## src/pad_mux_pkg.sv

```systemverilog
// Purpose: Shared constants and types for the bank-15 pad function selector.
// Assumes: One 32-bit register, eight 4-bit fields, one field per pad.
// Notes:   Pad p is steered by register bits 4p+3 down to 4p.
package pad_mux_pkg;

    // Byte offset of the select register inside the slave window.
    localparam logic [11:0] SEL_REG_OFFSET = 12'h000;
    // Value of the select register after reset.
    localparam logic [31:0] SEL_REG_RESET  = 32'h0000_0000;
    // Width of one select field and number of pads served.
    localparam int          FIELD_W        = 4;
    localparam int          NUM_PADS       = 8;
    // Pads whose fifth function is a core output rather than a pad input.
    localparam logic [7:0]  ALT_IS_OUTPUT  = 8'hfc;

    // AHB-Lite encodings used by the slave.
    localparam logic [2:0]  HSIZE_WORD     = 3'h2;
    localparam logic [1:0]  HTRANS_NONSEQ  = 2'h2;

    // Function codes held in each field; every other code is reserved.
    typedef enum logic [3:0] {
        FUNC_RT_IN  = 4'h0,
        FUNC_VIDEO  = 4'h1,
        FUNC_HOST   = 4'h2,
        FUNC_PAR    = 4'h4,
        FUNC_ALT    = 4'h8
    } pad_func_t;

    // Whole state of the top module.
    typedef struct packed {
        logic [31:0] pad_function_select_15;
    } sel_state_t;

    // Extracts the select field of one pad.
    function automatic logic [3:0] field_of(input logic [31:0] r, input int pad);
        field_of = r[pad*FIELD_W +: FIELD_W];
    endfunction : field_of

endpackage : pad_mux_pkg

```

## src/reg_access_if.sv

```systemverilog
// Purpose: Carries register writes and read data from the bus slave to the register.
// Assumes: Single register, whole-word writes only.
// Notes:   wr_en is a one-cycle pulse in the write data phase.
`timescale 1ns/1ns
interface reg_access_if;
    logic        wr_en;    // Commit wr_data at the coming edge.
    logic [31:0] wr_data;  // Word to store.
    logic [31:0] rd_data;  // Current register contents.
    modport bus  (output wr_en, output wr_data, input rd_data);
    modport regs (input wr_en, input wr_data, output rd_data);
endinterface : reg_access_if

```

## src/ahb_reg_port.sv

```systemverilog
// Purpose: AHB-Lite slave in front of the single select register.
// Assumes: Zero wait states; response always OKAY.
// Notes:   Unmapped or sub-word accesses read zero and write nothing.
`timescale 1ns/1ns
module ahb_reg_port
    import pad_mux_pkg::*;
(
    // Clock and reset.
    input  wire logic        mclk,
    input  wire logic        rstn,
    // AHB-Lite slave side.
    input  wire logic        hsel,
    input  wire logic [31:0] haddr,
    input  wire logic [1:0]  htrans,
    input  wire logic        hwrite,
    input  wire logic [2:0]  hsize,
    input  wire logic [31:0] hwdata,
    input  wire logic        hready,
    output logic             hreadyout,
    output logic             hresp,
    output logic [31:0]      hrdata,
    // Register side.
    reg_access_if.bus        rbus
);
    import pad_mux_pkg::*;

    // Data phase bookkeeping captured from the address phase.
    typedef struct packed {
        logic wr_pend;
        logic rd_pend;
    } phase_t;

    phase_t state;       // Registered phase flags.
    phase_t next_state;  // Next value of the phase flags.
    logic   take;        // A valid address phase is accepted this cycle.
    logic   hit;         // Address phase targets the register as a whole word.

    // Decodes the address phase; only NONSEQ word accesses to the register count.
    always_comb begin
        take = hsel && hready && (htrans == HTRANS_NONSEQ);
        hit  = (haddr[11:0] == SEL_REG_OFFSET) && (hsize == HSIZE_WORD);
        next_state.wr_pend = take && hit && hwrite;
        next_state.rd_pend = take && hit && !hwrite;
    end

    // Registers the phase flags.
    always_ff @(posedge mclk) begin
        if (!rstn) begin
            state <= '0;
        end else begin
            state <= next_state;
        end
    end

    // The slave never stalls, so a write lands at the end of its data phase.
    assign hreadyout    = 1'b1;
    assign hresp        = 1'b0;
    assign rbus.wr_en   = state.wr_pend;
    assign rbus.wr_data = hwdata;
    // Read data comes straight from the register flops.
    assign hrdata       = state.rd_pend ? rbus.rd_data : 32'h0000_0000;

endmodule : ahb_reg_port

```

## src/pad_route.sv

```systemverilog
// Purpose: Steers one pad to one of five functions.
// Assumes: Function codes from pad_mux_pkg; reserved codes leave the pad idle.
// Notes:   Purely combinational so a pad clock is never delayed.
`timescale 1ns/1ns
module pad_route
    import pad_mux_pkg::*;
(
    // Field code for this pad.
    input  wire logic [3:0] sel,
    // Pad side; output enable is active low.
    input  wire logic       pad_in,
    output logic            pad_out,
    output logic            pad_oe_n,
    // Functions that receive the pad level.
    output logic            rt_in,
    output logic            video_in,
    output logic            host_in,
    output logic            par_in,
    output logic            alt_in,
    // Functions that may drive the pad.
    input  wire logic       host_out,
    input  wire logic       host_oe_n,
    input  wire logic       par_out,
    input  wire logic       par_oe_n,
    input  wire logic       alt_out,
    input  wire logic       alt_oe_n
);
    import pad_mux_pkg::*;

    // Unselected functions see zero; reserved codes release the pad.
    always_comb begin
        pad_out  = 1'b0;
        pad_oe_n = 1'b1;
        rt_in    = 1'b0;
        video_in = 1'b0;
        host_in  = 1'b0;
        par_in   = 1'b0;
        alt_in   = 1'b0;
        unique case (sel)
            FUNC_RT_IN: begin
                rt_in = pad_in;
            end
            FUNC_VIDEO: begin
                video_in = pad_in;
            end
            FUNC_HOST: begin
                host_in  = pad_in;
                pad_out  = host_out;
                pad_oe_n = host_oe_n;
            end
            FUNC_PAR: begin
                par_in   = pad_in;
                pad_out  = par_out;
                pad_oe_n = par_oe_n;
            end
            FUNC_ALT: begin
                alt_in   = pad_in;
                pad_out  = alt_out;
                pad_oe_n = alt_oe_n;
            end
            default: begin
                // Reserved code: nothing is routed.
                pad_out  = 1'b0;
            end
        endcase
    end

endmodule : pad_route

```

## src/pad_function_select_bank15.sv

```systemverilog
// Purpose: Select register and pad routing for eight multiplexed pads.
// Assumes: AHB-Lite access, one clock, synchronous active-low reset.
// Notes:   Pad p uses field bits 4p+3..4p; pad 7 is the top field.
//
// The AHB-Lite interface to the registers and the placing of the registers were decided locally.
`timescale 1ns/1ns
module pad_function_select_bank15
    import pad_mux_pkg::*;
(
    // Clock and reset.
    input  wire logic        mclk,
    input  wire logic        rstn,
    // AHB-Lite slave.
    input  wire logic        hsel,
    input  wire logic [31:0] haddr,
    input  wire logic [1:0]  htrans,
    input  wire logic        hwrite,
    input  wire logic [2:0]  hsize,
    input  wire logic [31:0] hwdata,
    input  wire logic        hready,
    output logic             hreadyout,
    output logic             hresp,
    output logic [31:0]      hrdata,
    // Pads, indexed by pad number.
    input  wire logic [7:0]  pad_in,
    output logic [7:0]       pad_out,
    output logic [7:0]       pad_oe_n,
    // Real-time core inputs fed from the pads.
    output logic [7:0]       rt_core_input_bits,
    // Video port inputs fed from the pads.
    output logic [7:0]       video_in_data_bits,
    // Host port data, two-way.
    output logic [7:0]       host_port_data_bits_in,
    input  wire logic [7:0]  host_port_data_bits_out,
    input  wire logic [7:0]  host_port_data_bits_oe_n,
    // Parallel port data, two-way.
    output logic [7:0]       parallel_port_data_bits_in,
    input  wire logic [7:0]  parallel_port_data_bits_out,
    input  wire logic [7:0]  parallel_port_data_bits_oe_n,
    // Core 0 outputs on pads 7 to 2.
    input  wire logic [7:2]  rt_core0_output_bits,
    // Reduced media interface inputs on pads 1 and 0.
    output logic             reduced_if_carrier_valid,
    output logic             reduced_if_ref_clock_50mhz
);
    import pad_mux_pkg::*;

    sel_state_t   state;       // Registered block state.
    sel_state_t   next_state;  // Next value of the block state.
    reg_access_if rif ();      // Link to the bus slave.

    logic [7:0] alt_out;   // Alternate function drive level per pad.
    logic [7:0] alt_oe_n;  // Alternate function drive enable per pad.
    logic [7:0] alt_in;    // Alternate function input per pad.

    // Names for the outermost fields, handy in waveforms.
    logic [3:0] pad_select_field_top;
    logic [3:0] pad_select_field_bottom;
    assign pad_select_field_top    = state.pad_function_select_15[31:28];
    assign pad_select_field_bottom = state.pad_function_select_15[3:0];

    // Bus slave; it never inserts wait states.
    ahb_reg_port u_bus (
        .mclk      (mclk),
        .rstn      (rstn),
        .hsel      (hsel),
        .haddr     (haddr),
        .htrans    (htrans),
        .hwrite    (hwrite),
        .hsize     (hsize),
        .hwdata    (hwdata),
        .hready    (hready),
        .hreadyout (hreadyout),
        .hresp     (hresp),
        .hrdata    (hrdata),
        .rbus      (rif)
    );

    // A write replaces the whole word; all fields are stored as written.
    // Reserved codes are kept too, so software reads back what it wrote.
    always_comb begin
        next_state = state;
        if (rif.wr_en) begin
            next_state.pad_function_select_15 = rif.wr_data;
        end
    end

    // Reset puts every pad on its real-time core input.
    always_ff @(posedge mclk) begin
        if (!rstn) begin
            state.pad_function_select_15 <= SEL_REG_RESET;
        end else begin
            state <= next_state;
        end
    end

    // Read path shows the stored codes.
    assign rif.rd_data = state.pad_function_select_15;

    // Alternate functions: core outputs on pads 7 to 2 always want to drive.
    // Pads 1 and 0 carry inputs to the media interface, so they never drive.
    genvar p;
    generate
        for (p = 0; p < NUM_PADS; p++) begin : g_alt
            if (ALT_IS_OUTPUT[p]) begin : g_drv
                assign alt_out[p]  = rt_core0_output_bits[p];
                assign alt_oe_n[p] = 1'b0;
            end else begin : g_rcv
                assign alt_out[p]  = 1'b0;
                assign alt_oe_n[p] = 1'b1;
            end
        end
    endgenerate

    assign reduced_if_carrier_valid   = alt_in[1];
    assign reduced_if_ref_clock_50mhz = alt_in[0];

    // One router per pad; the route follows the register with no delay.
    generate
        for (p = 0; p < NUM_PADS; p++) begin : g_pad
            pad_route u_route (
                .sel       (field_of(state.pad_function_select_15, p)),
                .pad_in    (pad_in[p]),
                .pad_out   (pad_out[p]),
                .pad_oe_n  (pad_oe_n[p]),
                .rt_in     (rt_core_input_bits[p]),
                .video_in  (video_in_data_bits[p]),
                .host_in   (host_port_data_bits_in[p]),
                .par_in    (parallel_port_data_bits_in[p]),
                .alt_in    (alt_in[p]),
                .host_out  (host_port_data_bits_out[p]),
                .host_oe_n (host_port_data_bits_oe_n[p]),
                .par_out   (parallel_port_data_bits_out[p]),
                .par_oe_n  (parallel_port_data_bits_oe_n[p]),
                .alt_out   (alt_out[p]),
                .alt_oe_n  (alt_oe_n[p])
            );
        end
    endgenerate
endmodule : pad_function_select_bank15

```

## config.mk

```make
export PLATFORM = sky130hd
export DESIGN_NAME = pad_function_select_bank15
export DESIGN_NICKNAME = d
export VERILOG_FILES = /design/src/pad_mux_pkg.sv /design/src/reg_access_if.sv /design/src/ahb_reg_port.sv /design/src/pad_route.sv /design/src/pad_function_select_bank15.sv
export SDC_FILE = /design/constraint.sdc
export NUM_CORES = 1
export LEC_CHECK = 0
export BUFFER_PORTS_ARGS = -buffer_cell sky130_fd_sc_hd__buf_2
export CAP_MARGIN = 20
export CORE_MARGIN = 2
export CORE_UTILIZATION = 42
export CTS_BUF_LIST = sky130_fd_sc_hd__clkbuf_4 sky130_fd_sc_hd__clkbuf_8
export CTS_CLUSTER_DIAMETER = 120
export CTS_CLUSTER_SIZE = 8
export DETAILED_ROUTE_END_ITERATION = 7
export PLACE_DENSITY = 0.83
export RECOVER_POWER = 25
export SLEW_MARGIN = 20
export SYNTH_ARGS = -nofsm -noshare
export SYNTH_HDL_FRONTEND = slang
export SYNTH_SLANG_ARGS = --single-unit
```

## constraint.sdc

```tcl
create_clock -name mclk -period 1.6 [get_ports mclk]
set_input_delay 0.24 -clock mclk [delete_from_list [all_inputs] [get_ports mclk]]
set_output_delay 0.24 -clock mclk [all_outputs]
set_load 0.01 [all_outputs]
```

; Word level (Yosys, flattened, before mapping)
; Index checks and enable logic that the tools add are counted.
[totals]
input_bits = 120
wordCells = 104
out_inout_bits = 84
register_bits = 34
[classes]
eq_ne = 34
n_reduce_logical = 16
n_mux = 51
[op_table]
columns = op, n
row1 = $pmux W1 S3, 12
row2 = $mux W1, 34
row3 = $eq A4 B1 Y1 const B, 8
row4 = $eq A4 B2 Y1 const B, 8
row5 = $eq A4 B3 Y1 const B, 8
row6 = $eq A4 B4 Y1 const B, 8
row7 = $logic_not A4 Y1, 8
row8 = $mux W32, 1
row9 = $logic_not A12 Y1, 1
row10 = $pmux W1 S2, 4
row11 = $logic_and A1 B1 Y1, 6
row12 = $eq A3 B2 Y1 const B, 1
row13 = $eq A2 B2 Y1 const B, 1
row14 = $logic_not A1 Y1, 1

; Depth between registers and ports, before layout
; Gate-level depths: netlist (run 1).
[logic_depth]
depth_word = 4
mapped_depth = 5
mapped_depth_nobuf = 3

; Hierarchy
; Synthesis (run 1) repeated with hierarchy kept, for this count alone.
[unflattened]
cells_unflattened = 331
area_unflattened_um2 = 2776.4
[modules_own_cells]
columns = module, instances, seq_area_each_um2, area_per_inst_um2, cells_per_inst
row1 = pad_function_select_bank15, 1, 640.6, 1251.2, 105
row2 = pad_route, 8, 0.0, 117.6, 18
row3 = ahb_reg_port, 1, 40.0, 584.3, 82

; Least setup slack after synthesis (run 1)
; No wires, ideal clock.
[synth_timing]
kind = flip-flop to output port
startpoint = register state (netlist bit rif.rd_data[2])
endpoint = output host_port_data_bits_in[0]
path_stages_with_launch = 4
arrival_time_ns = 1.051
required_ns = 1.360
n_path_buf = 1
slack_ns = 0.309
cell_sequence = dfxtp_1 or3b_4 nor3b_2 buf_4
[synth_via]
elab_chain_len = 2
[synth_rtl]
columns = element, line_no
row1 = start: declaration, pad_function_select_bank15.sv:48  ; sel_state_t state;
row2 = start signal: assignment, pad_function_select_bank15.sv:93  ; state <= next_state;
row3 = $eq A4 B2 Y1, pad_route.sv:39  ; unique case (sel)
row4 = $mux W1, pad_route.sv:39
row5 = end: declaration, pad_function_select_bank15.sv:33  ; output logic [7:0] host_port_data_bits_in,
; No other way between the ends.

; Final worst setup path (run 1)
[layout_timing]
startpoint = register state (netlist bit rif.rd_data[7])
endpoint = output video_in_data_bits[1]
[layout_via]
elab_chain_len = 2
[layout_rtl]
columns = element, line_no
row1 = $eq A4 B1 Y1, pad_route.sv:39
row2 = $mux W1, pad_route.sv:39
row3 = end: declaration, pad_function_select_bank15.sv:31  ; output logic [7:0] video_in_data_bits,
; No other way between the ends.

==> reports/metrics.cfg, run 1 <==
[yosys]
yosysSeqAreaShare = 0.246
yosysMostFrequentCell = buf_4
synth_top_area_frac = 0.246
yosys_warnings = 0
syn_area_per_cell_um2 = 8.18
ys_dominant_reg_cell = dfxtp_1
synth_area_um2 = 2770
postSynthCellCount = 338
ys_top_cells_by_area = dfxtp_1 25%, buf_4 14%, mux2i_1 12%
synth_top_area_cell = dfxtp_1
synth_edf_count = 0
ys_seq_elements = 34
async_flop_share = 0
syn_nets = 458
yosysUniqueCellTypes = 34
ys_top_cells_by_count = 50 x buf_4, 34 x dfxtp_1, 34 x mux2i_1

[grt]
antenna_found_initial = 0
grt_usage = 0.185
grt_max_degree = 33
grt_pass1_wl_um = 11200
globalRouteOverflowTotal = 0
grt_pass1_vias = 2575

[drt]
wire_per_inst_um = 13.1
dr.pass1.iters = 4
routed_via_density = 4.94
drt_wl_total_um = 7280
final_antenna_net_count = 0
drt_iter0_drc = 33
via_count = 2737
drc = 0

[placement]
dp.cells = 536
place.gp.congestion = 0.763
pre_cts_slack_ns = 0.245
place_area_um2 = 3350
port_buffers = 181
dpl.hpwl_um = 5470

[clock_network]
cts_root_buffer = clkbuf_8
clkSlewWorstSetupHoldPaths_ns = 0.06
tritoncts = built
htreeDepth = 2
clk_latency_ns = 0.27
cts_buffers = 5
clk_path_buf_depth = 2
clkSinkCount = 34

[flow_run]
max_cap_viol_count = 0

[critical_path]
critPathKind = reg2out
r2r-end = rif.rd_data[5]
reg2reg_from = u_bus.rbus.wr_en
critPathMaxFanout = 5
startpoint = rif.rd_data[7]
critPathLaunchType = flip-flop
r2r_slack_ns = 0.34
end_kind = output pin
cp.arrival_ns = 1.35
crit_path_end = video_in_data_bits[1]
worst-r2r-cell-count = 3
required_ns = 1.36

[die]
dieArea_um2 = 7250
io_pins = 204
die_h_um = 85.2
die_w_um = 85.2
coreArea_um2 = 6350
start_util = 0.436
row_count = 29

[cells_and_area]
layout.nets = 597
n_antenna_cell = 0
final-instance-count-excl-fill = 554
area_growth_pct = 33.3
drive_above_1_share = 0.532
design_area_um2 = 3690

[sta]
setup_ws_ns = 0.00833
period_needed_ns = 1.59
clock_skew_ns = 0.00389
rsz0062_at_grt = yes
final_hold_viol_count = 0
fmax_mhz = 628
worst_slew_pin_slew_ns = 0.571
drv_slew = 0
hold_slack_ns = 0.134
final-setup-viol-count = 0
post-route-period-util = 0.995
slew_headroom = 0.620

[power]
sw_frac_of_total = 0.214
combPwrFrac = 0.123
p_int_w = 0.00128
leakage_nw = 1.69
power_frac_seq = 0.505
p_switching_w = 0.000347
ir_worst_vdd_uv = 312
p_clk_frac = 0.372
powerDensity_nw_per_um2 = 440

[outcome]
status = finished, final reports clean

[worst_hold_path]
hp-class = in2reg

==> flip-flops by register name, indices dropped and copies added (netlist names) <==
signal / count
rif.rd_data: 32
u_bus.rbus.wr_en: 1
u_bus.state: 1
==> power groups by stage <==
stage	Clock, W	Sequential, W	Combinational [W]
after floorplan	0	0.000865	0.0000729
after global placement	0	0.000865	0.000187
after detailed placement	0	0.000865	0.000195
after CTS	0.000635	0.000844	0.000195
after global routing	0.000681	0.000820	0.000219
final	0.000604	0.000821	0.000200
==> what timing repair did <==
item | in CTS | in global routing
pin swaps | 3 | 11
setup buffers | 2 | 9
setup endpoints to repair | 16 | 32
hold buffers | 0 | 0
resized for setup | 12 | 48
==> worst max-delay path, cell delays in order, from the launching register on <==
cell and delay, ns:
dfxtp_4 0.36, or3b_4 0.39, nor3b_2 0.18, buf_2 0.15
==> per-stage QoR <==
| stage | power (W) | utilization | setup TNS, ns |
|---|---|---|---|
| floorplan | 0.000938 | - | 0 |
| global placement | 0.00105 | 0.527 | 0 |
| finish | 0.00162 | 0.581 | 0 |
| CTS | 0.00167 | 0.546 | 0 |
| global route | 0.00172 | 0.581 | -0.320 |
| detailed placement | 0.00106 | 0.527 | 0 |
==> layer usage <==
layer  global-route usage  part of all wire
met1                0.211              0.40
met2                0.344              0.52
met3               0.0467             0.072
met4               0.0404            0.0089
met5                    0                 0
==> worst min-delay path by stage <==
stage | start | to | slack [ns] | cells after the start
after floorplan | haddr[6] | u_bus.state[0] | 0.32 | 1
after global placement | haddr[6] | u_bus.state[0] | 0.43 | 2
after detailed placement | haddr[6] | u_bus.state[0] | 0.42 | 2
after CTS | haddr[6] | u_bus.state[0] | 0.12 | 2
after global routing | haddr[6] | u_bus.state[0] | 0.13 | 2
final | haddr[6] | u_bus.state[0] | 0.13 | 2
==> cells in the final DEF (no fill, tap or decap), drive strengths merged, types with 7 or more instances in the layout <==
| master | instances |
|---|---|
| buf | 196 |
| mux2i | 34 |
| dfxtp | 34 |
| and2 | 32 |
| nor2b | 32 |
| nor2 | 32 |
| nor3b | 20 |
| nand2 | 13 |
| nor3 | 11 |
| clkbuf | 9 |
| a21oi | 7 |
| nor4bb | 7 |
==> kinds of logic (layout without fill, tap and decap cells) <==
| family | count (synthesis) | after routing | share of synthesized area |
|---|---|---|---|
| simple gates | 175 | 175 | 0.391 |
| mux | 37 | 37 | 0.135 |
| flops | 34 | 34 | 0.246 |
| buf+inv | 66 | 205 | 0.169 |
| other cells | 2 | 2 | 0.00271 |
| compound gates | 24 | 24 | 0.0561 |
==> layout make-up <==
class                           instances  area, µm²
Clock buffer                            7       83.8
Multi-Input combinational cell        238       1730
Tap cell                               77       96.3
Sequential cell                        34        748
Fill cell                             554       2660
Timing Repair Buffer                  198       1030
Power figures use the tool's default switching activity.
==> run 2: changes to the inputs <==
CTS_CLUSTER_SIZE = default   (was 8)
SYNTH_HIERARCHICAL = 1   (was default)
clock period = 1.55 ns   (was 1.6 ns; I/O delays follow)
==> run 2 against run 1 <==
Against the previous run: the run now ends with setup timing left; clock power grew 5.6%; combinational power grew 7%; via count grew 2.8%; register-to-register slack lost 0.12 ns; largest power group unchanged; highest routed layer unchanged.
==> reports/metrics.cfg, run 2 <==
[die]
row_count = 29  ; unchanged
dieArea_um2 = 7180  ; was 7250 µm²
io_pins = 204  ; unchanged
start_util = 0.434  ; was 0.436
die_h_um = 84.8  ; was 85.2 µm
coreArea_um2 = 6310  ; was 6350 µm²
die_w_um = 84.8  ; was 85.2 µm

[cells_and_area]
largest_register_ffs = 32  ; unchanged
n_antenna_cell = 0  ; unchanged
layout_common_cells = 181 x buf_2, 35 x nor2b_1, 32 x mux2i_1, 32 x and2_1, 17 x nor2_1  ; was 181 x buf_2, 34 x mux2i_1, 32 x and2_1, 32 x nor2b_1, 27 x nor2_1
postLayoutCoreUtil = 0.587  ; was 0.581
drive_above_1_share = 0.533  ; was 0.532
final_common_cell = buf_2  ; unchanged
area_growth_pct = 35.3  ; was 33.3%
layout.nets = 602  ; was 597

[outcome]
violations = setup timing
status = finished with violations  ; was finished, final reports clean

[drt]
routed_via_density = 5.04  ; was 4.94
drt_wl_total_um = 7440  ; was 7280 µm
drt_iter0_drc = 84  ; was 33
wire_per_inst_um = 13.3  ; was 13.1 µm
drc = 0  ; unchanged
dr.pass1.iters = 4  ; unchanged
via_count = 2815  ; was 2737
final_antenna_net_count = 0  ; unchanged

[clock_network]
tritoncts = built  ; unchanged
htreeDepth = 2  ; unchanged
clkSlewWorstSetupHoldPaths_ns = 0.07  ; was 0.06 ns
cts_setup_buffers = 0  ; was 2
clk_latency_ns = 0.27  ; about the same
cts_root_buffer = clkbuf_8  ; unchanged
postCtsHoldBufs = 0  ; unchanged
clk_path_buf_depth = 2  ; unchanged
cts_buffers = 5  ; unchanged
clkSinkCount = 34  ; unchanged

[critical_path]
end_kind = output pin  ; unchanged
cp.arrival_ns = 1.36  ; was 1.35 ns
critPathBufInv = 1  ; unchanged
cp_slowest_stage_delay_ns = 0.36  ; was 0.39 ns
critPathMaxFanout = 5  ; unchanged
critPathLaunchType = flip-flop  ; unchanged
slowest_stage = dfxtp_2  ; was or3b_4
required_ns = 1.32  ; was 1.36 ns
cp_cell_sequence = and2b_4, a22o_1, a32oi_1, buf_2  ; was or3b_4, nor3b_2, buf_2
path_delay_family = flip-flops  ; was simple AND/OR/NAND/NOR gates
critPathKind = reg2out  ; unchanged

[power]
p_switching_w = 0.000386  ; was 0.000347 W
combPwrFrac = 0.125  ; was 0.123
power_frac_seq = 0.503  ; was 0.505
powerDensity_nw_per_um2 = 463  ; was 440 nW/µm²
leakage_nw = 1.79  ; was 1.69 nW
p_int_w = 0.00133  ; was 0.00128 W
ir_worst_vdd_uv = 284  ; was 312 µV
p_clk_frac = 0.372  ; about the same
sw_frac_of_total = 0.225  ; was 0.214

[sta]
final_hold_viol_count = 0  ; unchanged
clock_skew_ns = 0.00389  ; about the same
rsz0062_at_grt = yes  ; unchanged
post-route-period-util = 1.03
worst_slew_pin_slew_ns = 0.704  ; was 0.571 ns
setup_ws_ns = -0.0430  ; was 0.00833 ns
drv_slew = 0  ; unchanged
final-setup-viol-count = 7  ; was 0
period_needed_ns = 1.59
slew_headroom = 0.531  ; was 0.620
tns_ns = -0.107  ; was 0 ns
fmax_mhz = 628

[placement]
place.gp.congestion = 0.846  ; was 0.763
port_buffers = 181  ; unchanged
dpl.hpwl_um = 5630  ; was 5470 µm

[grt]
grt_pass1_wl_um = 11300  ; was 11200 µm
grt_usage = 0.189  ; was 0.185
antenna_found_initial = 0  ; unchanged
grt_max_degree = 33  ; unchanged
globalRouteOverflowTotal = 0  ; unchanged
grt_pass1_vias = 2624  ; was 2575

[yosys]
postSynthCellCount = 325  ; was 338
yosys_warnings = 6  ; was 0
syn_area_per_cell_um2 = 8.43  ; was 8.18 µm²
synth_area_um2 = 2740  ; was 2770 µm²

[flow_run]
max_cap_viol_count = 0  ; unchanged

[worst_hold_path]
hp-class = in2reg  ; unchanged

==> run 2: what timing repair did <==
item | 4_1_cts | 5_1_grt
pin swaps | 0 | 1
hold endpoints to repair | 0 | 0
endpoints found under the setup margin | 18 | 49
gates resized for setup | 15 | 40
==> run 2: per-stage QoR <==
step	cells	hold WS, ns	setup WS, ns	area [µm²]	total power, W
after floorplan	333	0.309	0.382	2770	0.00101
after global placement	552	0.412	0.269	3470	0.00109
after detailed placement	552	0.417	0.251	3470	0.00110
after CTS	559	0.119	-0.0336	3580	0.00174
after global routing	559	0.116	-0.110	3710	0.00180
final	559	0.121	-0.0430	3710	0.00172
==> run 2: routing by layer <==
metal	vias up	routed length, µm	global-route usage	share of wire
met2	119	3890	0.350	0.52
met3	16	505	0.0403	0.068
li1	1397	-	-	-
met4	0	131	0.0664	0.018
met1	1283	2920	0.213	0.39
met5	-	0	0	0
==> run 2: worst register-to-register path, cell delays in order (launching register included) <==
cell and delay, ns:
dfxtp_1 0.32, clkbuf_2 0.56, mux2i_1 0.28, nor2b_1 0.06
==> run 2: power by group through the flow <==
stage | clock network (W) | registers, W | logic, W
2_1_floorplan | 0 | 0.000893 | 0.000121
3_3_place_gp | 0 | 0.000893 | 0.000200
3_5_place_dp | 0 | 0.000893 | 0.000205
4_1_cts | 0.000662 | 0.000873 | 0.000206
5_1_grt | 0.000701 | 0.000863 | 0.000237
6_report | 0.000638 | 0.000864 | 0.000215
==> run 2: final timing paths <==
path	from	end	slack, ns	cells after the start
worst max-delay path	rif.rd_data[27]	pad_oe_n[6]	-0.04	4
worst min-delay path	haddr[6]	u_bus/state[0]	0.12	2
worst max register to register	u_bus/rbus.wr_en	rif.rd_data[3]	0.22	3
worst min register to register	rif.rd_data[7]	rif.rd_data[7]	0.55	2
==> run 2: area by class of cell <==
class | instances | area, µm²
Timing Repair Buffer | 186 | 951
Sequential cell | 34 | 716
Clock buffer | 7 | 83.8
Fill cell | 600 | 2610
Tap cell | 77 | 96.3
Inverter | 16 | 60.1
Multi-Input combinational cell | 239 | 1800
